==> config.mk <==
export PLATFORM = sky130hd
export DESIGN_NAME = cws_store
export DESIGN_NICKNAME = d
export VERILOG_FILES = /design/src/verilog/cws_pkg.sv /design/src/verilog/cws_wr_if.sv /design/src/verilog/cws_store.sv /design/src/verilog/cws_word_reg.sv
export SDC_FILE = /design/constraint.sdc
export NUM_CORES = 1
export LEC_CHECK = 0
export CORE_MARGIN = 5
export CORE_UTILIZATION = 32
export DETAILED_ROUTE_END_ITERATION = 16
export DONT_BUFFER_PORTS = 1
export HOLD_SLACK_MARGIN = 0.06
export SLEW_MARGIN = 0
export SYNTH_ARGS = -nofsm -noshare
export SYNTH_HDL_FRONTEND = slang
export SYNTH_HIERARCHICAL = 1
export SYNTH_SLANG_ARGS = --single-unit
==> constraint.sdc <==
create_clock -name i_sys_clk -period 3.3 [get_ports i_sys_clk]
set_clock_uncertainty 0.15 [all_clocks]
set_input_delay 0.66 -clock i_sys_clk [delete_from_list [all_inputs] [get_ports i_sys_clk]]
set_output_delay 0.66 -clock i_sys_clk [all_outputs]
set_load 0.02 [all_outputs]
==> src/verilog/cws_pkg.sv <==
// package for the configuration word store: map, field positions, codes
// assumes a 12-bit programming port and 200 MHz system clock
package cws_pkg;
   // ------------------------------------------------------------------
   // widths and map
   // ------------------------------------------------------------------
   localparam int WORD_W = 12;
   localparam int ADDR_W = 12;
   localparam logic [11:0] PRIMARY_ADDR = 12'h0fff;
   // ------------------------------------------------------------------
   // programming commands
   // ------------------------------------------------------------------
   localparam logic [1:0] CMD_MEM = 2'h0;
   localparam logic [1:0] CMD_EXT = 2'h1;
   localparam logic [1:0] CMD_ID = 2'h2;
   localparam logic [1:0] CMD_NONE = 2'h3;
   // ------------------------------------------------------------------
   // primary word fields
   // ------------------------------------------------------------------
   localparam int P_FAST = 11;
   localparam int P_SYNC = 10;
   localparam int P_OPTX = 9;
   localparam int P_DEEP_STACK_SELECT = 8;
   localparam int P_IRC = 7;
   localparam int P_RATE_HI = 6;
   localparam int P_RATE_LO = 4;
   localparam int P_LOCK = 3;
   localparam int P_WDT = 2;
   localparam int P_OSC_HI = 1;
   localparam int P_OSC_LO = 0;
   // ------------------------------------------------------------------
   // extended word fields
   // ------------------------------------------------------------------
   localparam int X_PRESET_HI = 11;
   localparam int X_PRESET_LO = 7;
   localparam int X_CARRY = 6;
   localparam int X_BOR_HI = 5;
   localparam int X_BOR_LO = 4;
   localparam int X_RAM_HI = 3;
   localparam int X_RAM_LO = 2;
   localparam int X_MEM_HI = 1;
   localparam int X_MEM_LO = 0;
   localparam logic [1:0] BOR_OFF = 2'h3;
   // ------------------------------------------------------------------
   // reset values (erased state)
   // ------------------------------------------------------------------
   localparam logic [11:0] PRIMARY_RST = 12'h0fff;
   localparam logic [11:0] EXT_RST = 12'h0fff;
   localparam logic [7:0] ID_RES_BITS = 8'hff;
   // ------------------------------------------------------------------
   // internal rc
   // ------------------------------------------------------------------
   localparam int RC_BASE_KHZ = 4000;
   localparam int RC_KHZ_W = 13;
endpackage : cws_pkg

==> src/verilog/cws_wr_if.sv <==
// interface carrying one word-write strobe between store modules
// assumes a single system clock domain
`timescale 1ns/100ps
interface cws_wr_if;
   logic we;
   logic [11:0] data;
   logic [11:0] q;
   modport src (output we, output data, input q);
   modport dst (input we, input data, output q);
endinterface : cws_wr_if

==> src/verilog/cws_store.sv <==
// configuration word store: primary, extended and identity words
// assumes the programmer presents one command per cycle on the port
`timescale 1ns/100ps
module cws_store #(
   parameter logic [3:0] ID_RAM_MEM = 4'hb
) (
   input wire logic i_sys_clk,
   input wire logic i_rst_n,
   input wire logic i_prog_mode,
   input wire logic i_req,
   input wire logic i_wr,
   input wire logic [1:0] i_cmd,
   input wire logic [11:0] i_addr,
   input wire logic [11:0] i_wdata,
   output logic o_ack,
   output logic o_hit,
   output logic [11:0] o_rdata,
   output logic [11:0] o_primary_word,
   output logic [11:0] o_extended_word,
   output logic [11:0] o_identity_word,
   output logic o_osc_div4,
   output logic o_sync_inputs,
   output logic o_option_six_bits,
   output logic [7:0] o_option_force_mask,
   output logic o_deep_stack,
   output logic o_internal_osc,
   output logic [2:0] o_rc_rate,
   output logic [12:0] o_rc_khz,
   output logic o_code_lock,
   output logic o_watchdog_on,
   output logic [1:0] o_osc_kind,
   output logic o_carry_in_used,
   output logic o_brownout_on,
   output logic [3:0] o_ram_banks,
   output logic [2:0] o_prog_pages,
   output logic [3:0] o_prog_banks
);
   initial
   begin
      if (ID_RAM_MEM > 4'hf)
      begin
         $error("identity code out of range");
      end
   end
   // ------------------------------------------------------------------
   // storage
   // ------------------------------------------------------------------
   cws_wr_if prim_if ();
   cws_wr_if ext_if ();
   cws_word_reg #(.RST_VAL(cws_pkg::PRIMARY_RST)) u_prim (
      .i_sys_clk(i_sys_clk),
      .i_rst_n(i_rst_n),
      .port(prim_if.dst)
   );
   cws_word_reg #(.RST_VAL(cws_pkg::EXT_RST)) u_ext (
      .i_sys_clk(i_sys_clk),
      .i_rst_n(i_rst_n),
      .port(ext_if.dst)
   );
   // identity value is arbitrary; low nibble is ram and size code
   // hard-wired identity
   localparam logic [11:0] ID_WORD = {cws_pkg::ID_RES_BITS, ID_RAM_MEM};
   // ------------------------------------------------------------------
   // access decode
   // ------------------------------------------------------------------
   logic go;
   logic sel_prim;
   logic sel_ext;
   logic sel_id;
   assign go = i_req && i_prog_mode;
   assign sel_prim = go && (i_cmd == cws_pkg::CMD_MEM) && (i_addr == cws_pkg::PRIMARY_ADDR);
   assign sel_ext = go && (i_cmd == cws_pkg::CMD_EXT);
   assign sel_id = go && (i_cmd == cws_pkg::CMD_ID);
   assign prim_if.we = sel_prim && i_wr;
   assign prim_if.data = i_wdata;
   // preset bits of the extended word are not guarded; the programmer keeps them
   assign ext_if.we = sel_ext && i_wr;
   assign ext_if.data = i_wdata;
   // ------------------------------------------------------------------
   // state
   // ------------------------------------------------------------------
   typedef struct packed {
      logic ack;
      logic hit;
      logic [11:0] rdata;
      logic [11:0] pw;
      logic [11:0] xw;
      logic [11:0] id;
      logic deep;
      logic irc_on;
      logic lock;
      logic carry;
      logic bor_on;
      logic [3:0] banks;
      logic [2:0] pages;
      logic [3:0] pbanks;
      logic [12:0] khz;
   } cws_st_s;
   cws_st_s st_r;
   cws_st_s st_nxt;
   logic [11:0] pw;
   logic [11:0] xw;
   assign pw = prim_if.q;
   assign xw = ext_if.q;
   always_comb
   begin
      st_nxt = st_r;
      st_nxt.ack = go;
      st_nxt.hit = sel_prim || sel_ext || sel_id;
      st_nxt.pw = pw;
      st_nxt.xw = xw;
      st_nxt.id = ID_WORD;
      // active-low selects of the primary word and the extended carry select; brown-out is on unless its field is BOR_OFF
      st_nxt.deep = !pw[cws_pkg::P_DEEP_STACK_SELECT];
      st_nxt.irc_on = !pw[cws_pkg::P_IRC];
      st_nxt.lock = !pw[cws_pkg::P_LOCK];
      st_nxt.carry = !xw[cws_pkg::X_CARRY];
      st_nxt.bor_on = xw[cws_pkg::X_BOR_HI:cws_pkg::X_BOR_LO] != cws_pkg::BOR_OFF;
      // a primary or extended write echoes its data in the ack cycle for read-back checking
      if (sel_prim)
      begin
         st_nxt.rdata = i_wr ? i_wdata : pw;
      end
      else if (sel_ext)
      begin
         st_nxt.rdata = i_wr ? i_wdata : xw;
      end
      else if (sel_id)
      begin
         st_nxt.rdata = ID_WORD;
      end
      else
      begin
         st_nxt.rdata = 12'h0000;
      end
      st_nxt.banks = 4'h1 << xw[cws_pkg::X_RAM_HI:cws_pkg::X_RAM_LO];
      case (xw[cws_pkg::X_MEM_HI:cws_pkg::X_MEM_LO])
         2'h0:
         begin
            st_nxt.pages = 3'h1;
            st_nxt.pbanks = 4'h1;
         end
         2'h1:
         begin
            st_nxt.pages = 3'h1;
            st_nxt.pbanks = 4'h2;
         end
         2'h2:
         begin
            st_nxt.pages = 3'h4;
            st_nxt.pbanks = 4'h4;
         end
         default:
         begin
            st_nxt.pages = 3'h4;
            st_nxt.pbanks = 4'h8;
         end
      endcase
      st_nxt.khz = 13'(cws_pkg::RC_BASE_KHZ) >> pw[cws_pkg::P_RATE_HI:cws_pkg::P_RATE_LO];
   end
   always_ff @(posedge i_sys_clk)
   begin
      if (!i_rst_n)
      begin
         st_r <= '{ack: 1'b0, hit: 1'b0, rdata: 12'h0000, pw: cws_pkg::PRIMARY_RST,
                   xw: cws_pkg::EXT_RST, id: ID_WORD, deep: 1'b0, irc_on: 1'b0,
                   lock: 1'b0, carry: 1'b0, bor_on: 1'b0, banks: 4'h8, pages: 3'h4,
                   pbanks: 4'h8, khz: 13'h001f};
      end
      else
      begin
         st_r <= st_nxt;
      end
   end
   // ------------------------------------------------------------------
   // outputs, all from flip-flops
   // ------------------------------------------------------------------
   assign o_ack = st_r.ack;
   assign o_hit = st_r.hit;
   assign o_rdata = st_r.rdata;
   assign o_primary_word = st_r.pw;
   assign o_extended_word = st_r.xw;
   assign o_identity_word = st_r.id;
   assign o_osc_div4 = st_r.pw[cws_pkg::P_FAST];
   assign o_sync_inputs = st_r.pw[cws_pkg::P_SYNC];
   assign o_option_six_bits = st_r.pw[cws_pkg::P_OPTX];
   assign o_option_force_mask = {{2{st_r.pw[cws_pkg::P_OPTX]}}, 6'h00};
   assign o_deep_stack = st_r.deep;
   assign o_internal_osc = st_r.irc_on;
   assign o_rc_rate = st_r.pw[cws_pkg::P_RATE_HI:cws_pkg::P_RATE_LO];
   assign o_rc_khz = st_r.khz;
   assign o_code_lock = st_r.lock;
   assign o_watchdog_on = st_r.pw[cws_pkg::P_WDT];
   assign o_osc_kind = st_r.pw[cws_pkg::P_OSC_HI:cws_pkg::P_OSC_LO];
   assign o_carry_in_used = st_r.carry;
   assign o_brownout_on = st_r.bor_on;
   assign o_ram_banks = st_r.banks;
   assign o_prog_pages = st_r.pages;
   assign o_prog_banks = st_r.pbanks;
endmodule : cws_store

==> src/verilog/cws_word_reg.sv <==
// one 12-bit storage word with reset value and write strobe
// assumes synchronous active-low reset
`timescale 1ns/100ps
module cws_word_reg #(
   parameter logic [11:0] RST_VAL = 12'h0fff
) (
   input wire logic i_sys_clk,
   input wire logic i_rst_n,
   cws_wr_if.dst port
);
   typedef struct packed {
      logic [11:0] word;
   } cws_wst_s;
   cws_wst_s st_r;
   cws_wst_s st_nxt;
   always_comb
   begin
      st_nxt = st_r;
      if (port.we)
      begin
         st_nxt.word = port.data;
      end
   end
   always_ff @(posedge i_sys_clk)
   begin
      if (!i_rst_n)
      begin
         st_r <= '{word: RST_VAL};
      end
      else
      begin
         st_r <= st_nxt;
      end
   end
   assign port.q = st_r.word;
endmodule : cws_word_reg

==> summary.md <==
| Metric | Value |
|---|---|
| Kind of start point of the critical path | flop |
| Critical-path maximum fanout | 4 |
| Top-area cell type share of the netlist area | 0.537 |
| Share of cells above drive strength 1 | 0.117 |
| WP data required | 2.49 ns |
| Cell-internal power | 1.61 mW |
| # Max-Cap Violations | 0 |
| GPL Wtd Cong | 0.730 |
| Comb pwr share | 0.031 |
| Postcts setup bufs | 0 |
| Global Route Usage Sum | 0.105 |
| CP Class | reg2out |
| DRT Pass-1 Iters | 4 |
| Post-Place Cell Area | 3240 µm² |
| Relative slew slack | 0.436 |
| EDFF count, synth | 0 |
| Setup TNS | 0 ns |
| Clock root cell | clkbuf_8 |
| Pins over their slew limit | 0 |
| First-pass GRT wire length | 10.2 mm |
| Synthesized cell area | roughly 3300 µm² |
| DR vias/cell | approximately 4.4 |
| Post-synthesis sequential area ratio | 0.537 |
| Crit end category | output port |
| Synth area leaders | dfxtp_1 (54%), mux2i_1 (11%), buf_4 (7.7%), nand2_1 (4.0%), mux2_2 (3.4%) |
| Top Ports | between 100 and 150 |
| Fillers | 1022 |
| Routed len/inst | 15.0 µm |
| Status | finished clean |
| Net Sw Power | about 430 µW |
| Dpl cells | 427 |
| Leak Pwr | about 1.4 nW |
| Maximum buffer depth of the clock tree | 2 |
| Clk slew on worst S/H paths | 0.10 ns |
| Clock group share of total power | 0.433 |
| Mapped Cells | around 320 |
| CTS tree | built |
| Largest net degree at the start of global routing | 58 |
| Final Hold Viols | 0 |
| Post-cts hold buffer count | 0 |
| # rows | 37 |
| Top FF cell, synth | dfxtp_1 |
| Fin crit period | 1.96 ns |
| Via count of the first global-routing pass | 1886 |
| Gr ovfl total | 0 |
| Worst setup margin | 1.34 ns |
| Synth warn | 6 |
| FF+latch count, synth | 89 |
| Clk_lat worst skew | 0.35 ns |
| Non-filler cells, final | 443 |
| Post-CTS sizing | 0 |
| Fmax | 510 MHz |
| Worst vdd ir | 250 µV |
| Final routed DRC violation total | 0 |
| Initial Util | 0.324 |
| Layout Nets | roughly 330 |
| PwrDens | around 590 nW/µm² |
| Die Span Y | 112 µm |
| Switching Fraction | 0.211 |
| Sequential group share of total power | 0.536 |
| Critical Path AT | 1.15 ns |
| H-Tree Depth | 3 |
| Layout overhead on the synthesized area | 5.06% |
| Routed Antenna Nets | 0 |
| Asr flop ratio synth | 0 |
| Chip width | 112 µm |
| Final instance area | 3480 µm² |
| Detailed-placement wirelength estimate | 4.55 mm |
| DRT iter0 DRCs | between 90 and 100 |
| Synth unique cells | 37 |
| RSZ-0062 raised after global routing | false |
| Synth area leader | dfxtp_1 |
| Class of the worst hold path | in2reg |
| Clock Sinks | 89 |
| Final WL | 6.65 mm |
| Synthesized area per cell | 10.4 µm² |
| TritonCTS buffer count | 9 |
| Hold Slack | 0.228 ns |
| Slew at the pin with the worst max-slew slack | 0.842 ns |
| Core region area | a little over 10000 µm² |
| # diodes | 0 |
| Number of I/O port buffers | 0 |
| Most instantiated cells after synthesis | dfxtp_1 (89), mux2i_1 (35), nand2_1 (35), buf_4 (34), nand2b_1 (18) |
| Period utilization | 0.595 |
| Die area | 12500 µm² |
| Count leader, synth | dfxtp_1 |
| Routed vias | 1962 |
| # setup viols final | 0 |
| Pre-CTS setup slack | approximately 0.98 ns |
| Initial antenna violation count | 0 |
through the flow:
stage	utilization	total power, mW
final	0.340	2.05
after global routing	0.340	2.13
after CTS	0.340	2.07
after detailed placement	0.317	1.18
after global placement	0.317	1.18
after floorplan	-	1.21
power by group through the flow:
| stage | registers, mW | clock network [mW] | logic [mW] |
|---|---|---|---|
| 2_1_floorplan | 1.12 | 0 | 0.0896 |
| 3_3_place_gp | 1.12 | 0 | 0.0626 |
| 3_5_place_dp | 1.12 | 0 | 0.0635 |
| 4_1_cts | 1.10 | 0.912 | 0.0637 |
| 5_1_grt | 1.10 | 0.963 | 0.0698 |
| 6_report | 1.10 | 0.886 | 0.0637 |
final timing paths:
check / depth (start not counted) / start / slack, ns / end
setup / recovery: 0 / o_primary_word[9] / 1.34 / o_option_force_mask[6]
setup reg to reg: 3 / u_prim/port.q[4] / 2.11 / o_rc_khz[11]
hold reg to reg: 1 / u_ext/port.q[8] / 0.32 / o_extended_word[8]
hold / removal: 1 / i_rst_n / 0.23 / u_prim/port.q[10]
placed cells by master (no fill, tap or decap), types with 2 or more instances in the layout:
master	instances
clkinv_2	2
and2b_1	3
o21ai_0	15
nor3_1	2
o21ai_1	11
xnor2_1	2
inv_1	11
a21oi_1	2
nor2_1	12
bufinv_16	3
nor2b_1	3
and3_1	3
and2_1	3
clkbuf_8	9
mux2i_1	35
dfxtp_1	89
nand2b_1	18
conb_1	20
nand2_1	35
and3_2	2
mux2_2	10
layer usage:
layer | track usage | share of wire
met1 | 0.123 | 0.42
met2 | 0.165 | 0.46
met4 | 0.0389 | 0.012
met5 | 0 | 0
met3 | 0.0554 | 0.11
registers in the layout, indices dropped and copies added (netlist names), 2 cells and up:
| name | cells |
|---|---|
| o_prog_pages | 2 |
| u_prim/port.q | 12 |
| u_ext/port.q | 12 |
| o_extended_word | 12 |
| o_prog_banks | 4 |
| o_rdata | 12 |
| o_rc_khz | 12 |
| o_primary_word | 12 |
| o_ram_banks | 4 |
final cells by class:
cell class / count / area [µm²] / area share
Multi-Input combinational cell: 190 / 1240 / 0.356
Tap cell: 136 / 170 / 0.0489
Clock inverter: 7 / 118 / 0.0338
Timing Repair Buffer: 1 / 7.51 / 0.00216
Sequential cell: 89 / 1780 / 0.511
Clock buffer: 9 / 124 / 0.0356
Inverter: 11 / 41.3 / 0.0119
cells by family after synthesis:
| kind of cell | synth area share |
|---|---|
| other cells | 0.00226 |
| mux | 0.140 |
| flops | 0.537 |
| compound gates | 0.0536 |
| simple gates | 0.152 |
| buf+inv | 0.110 |
| xor+xnor | 0.00528 |
Note: power is estimated with default switching activity, not from simulation.
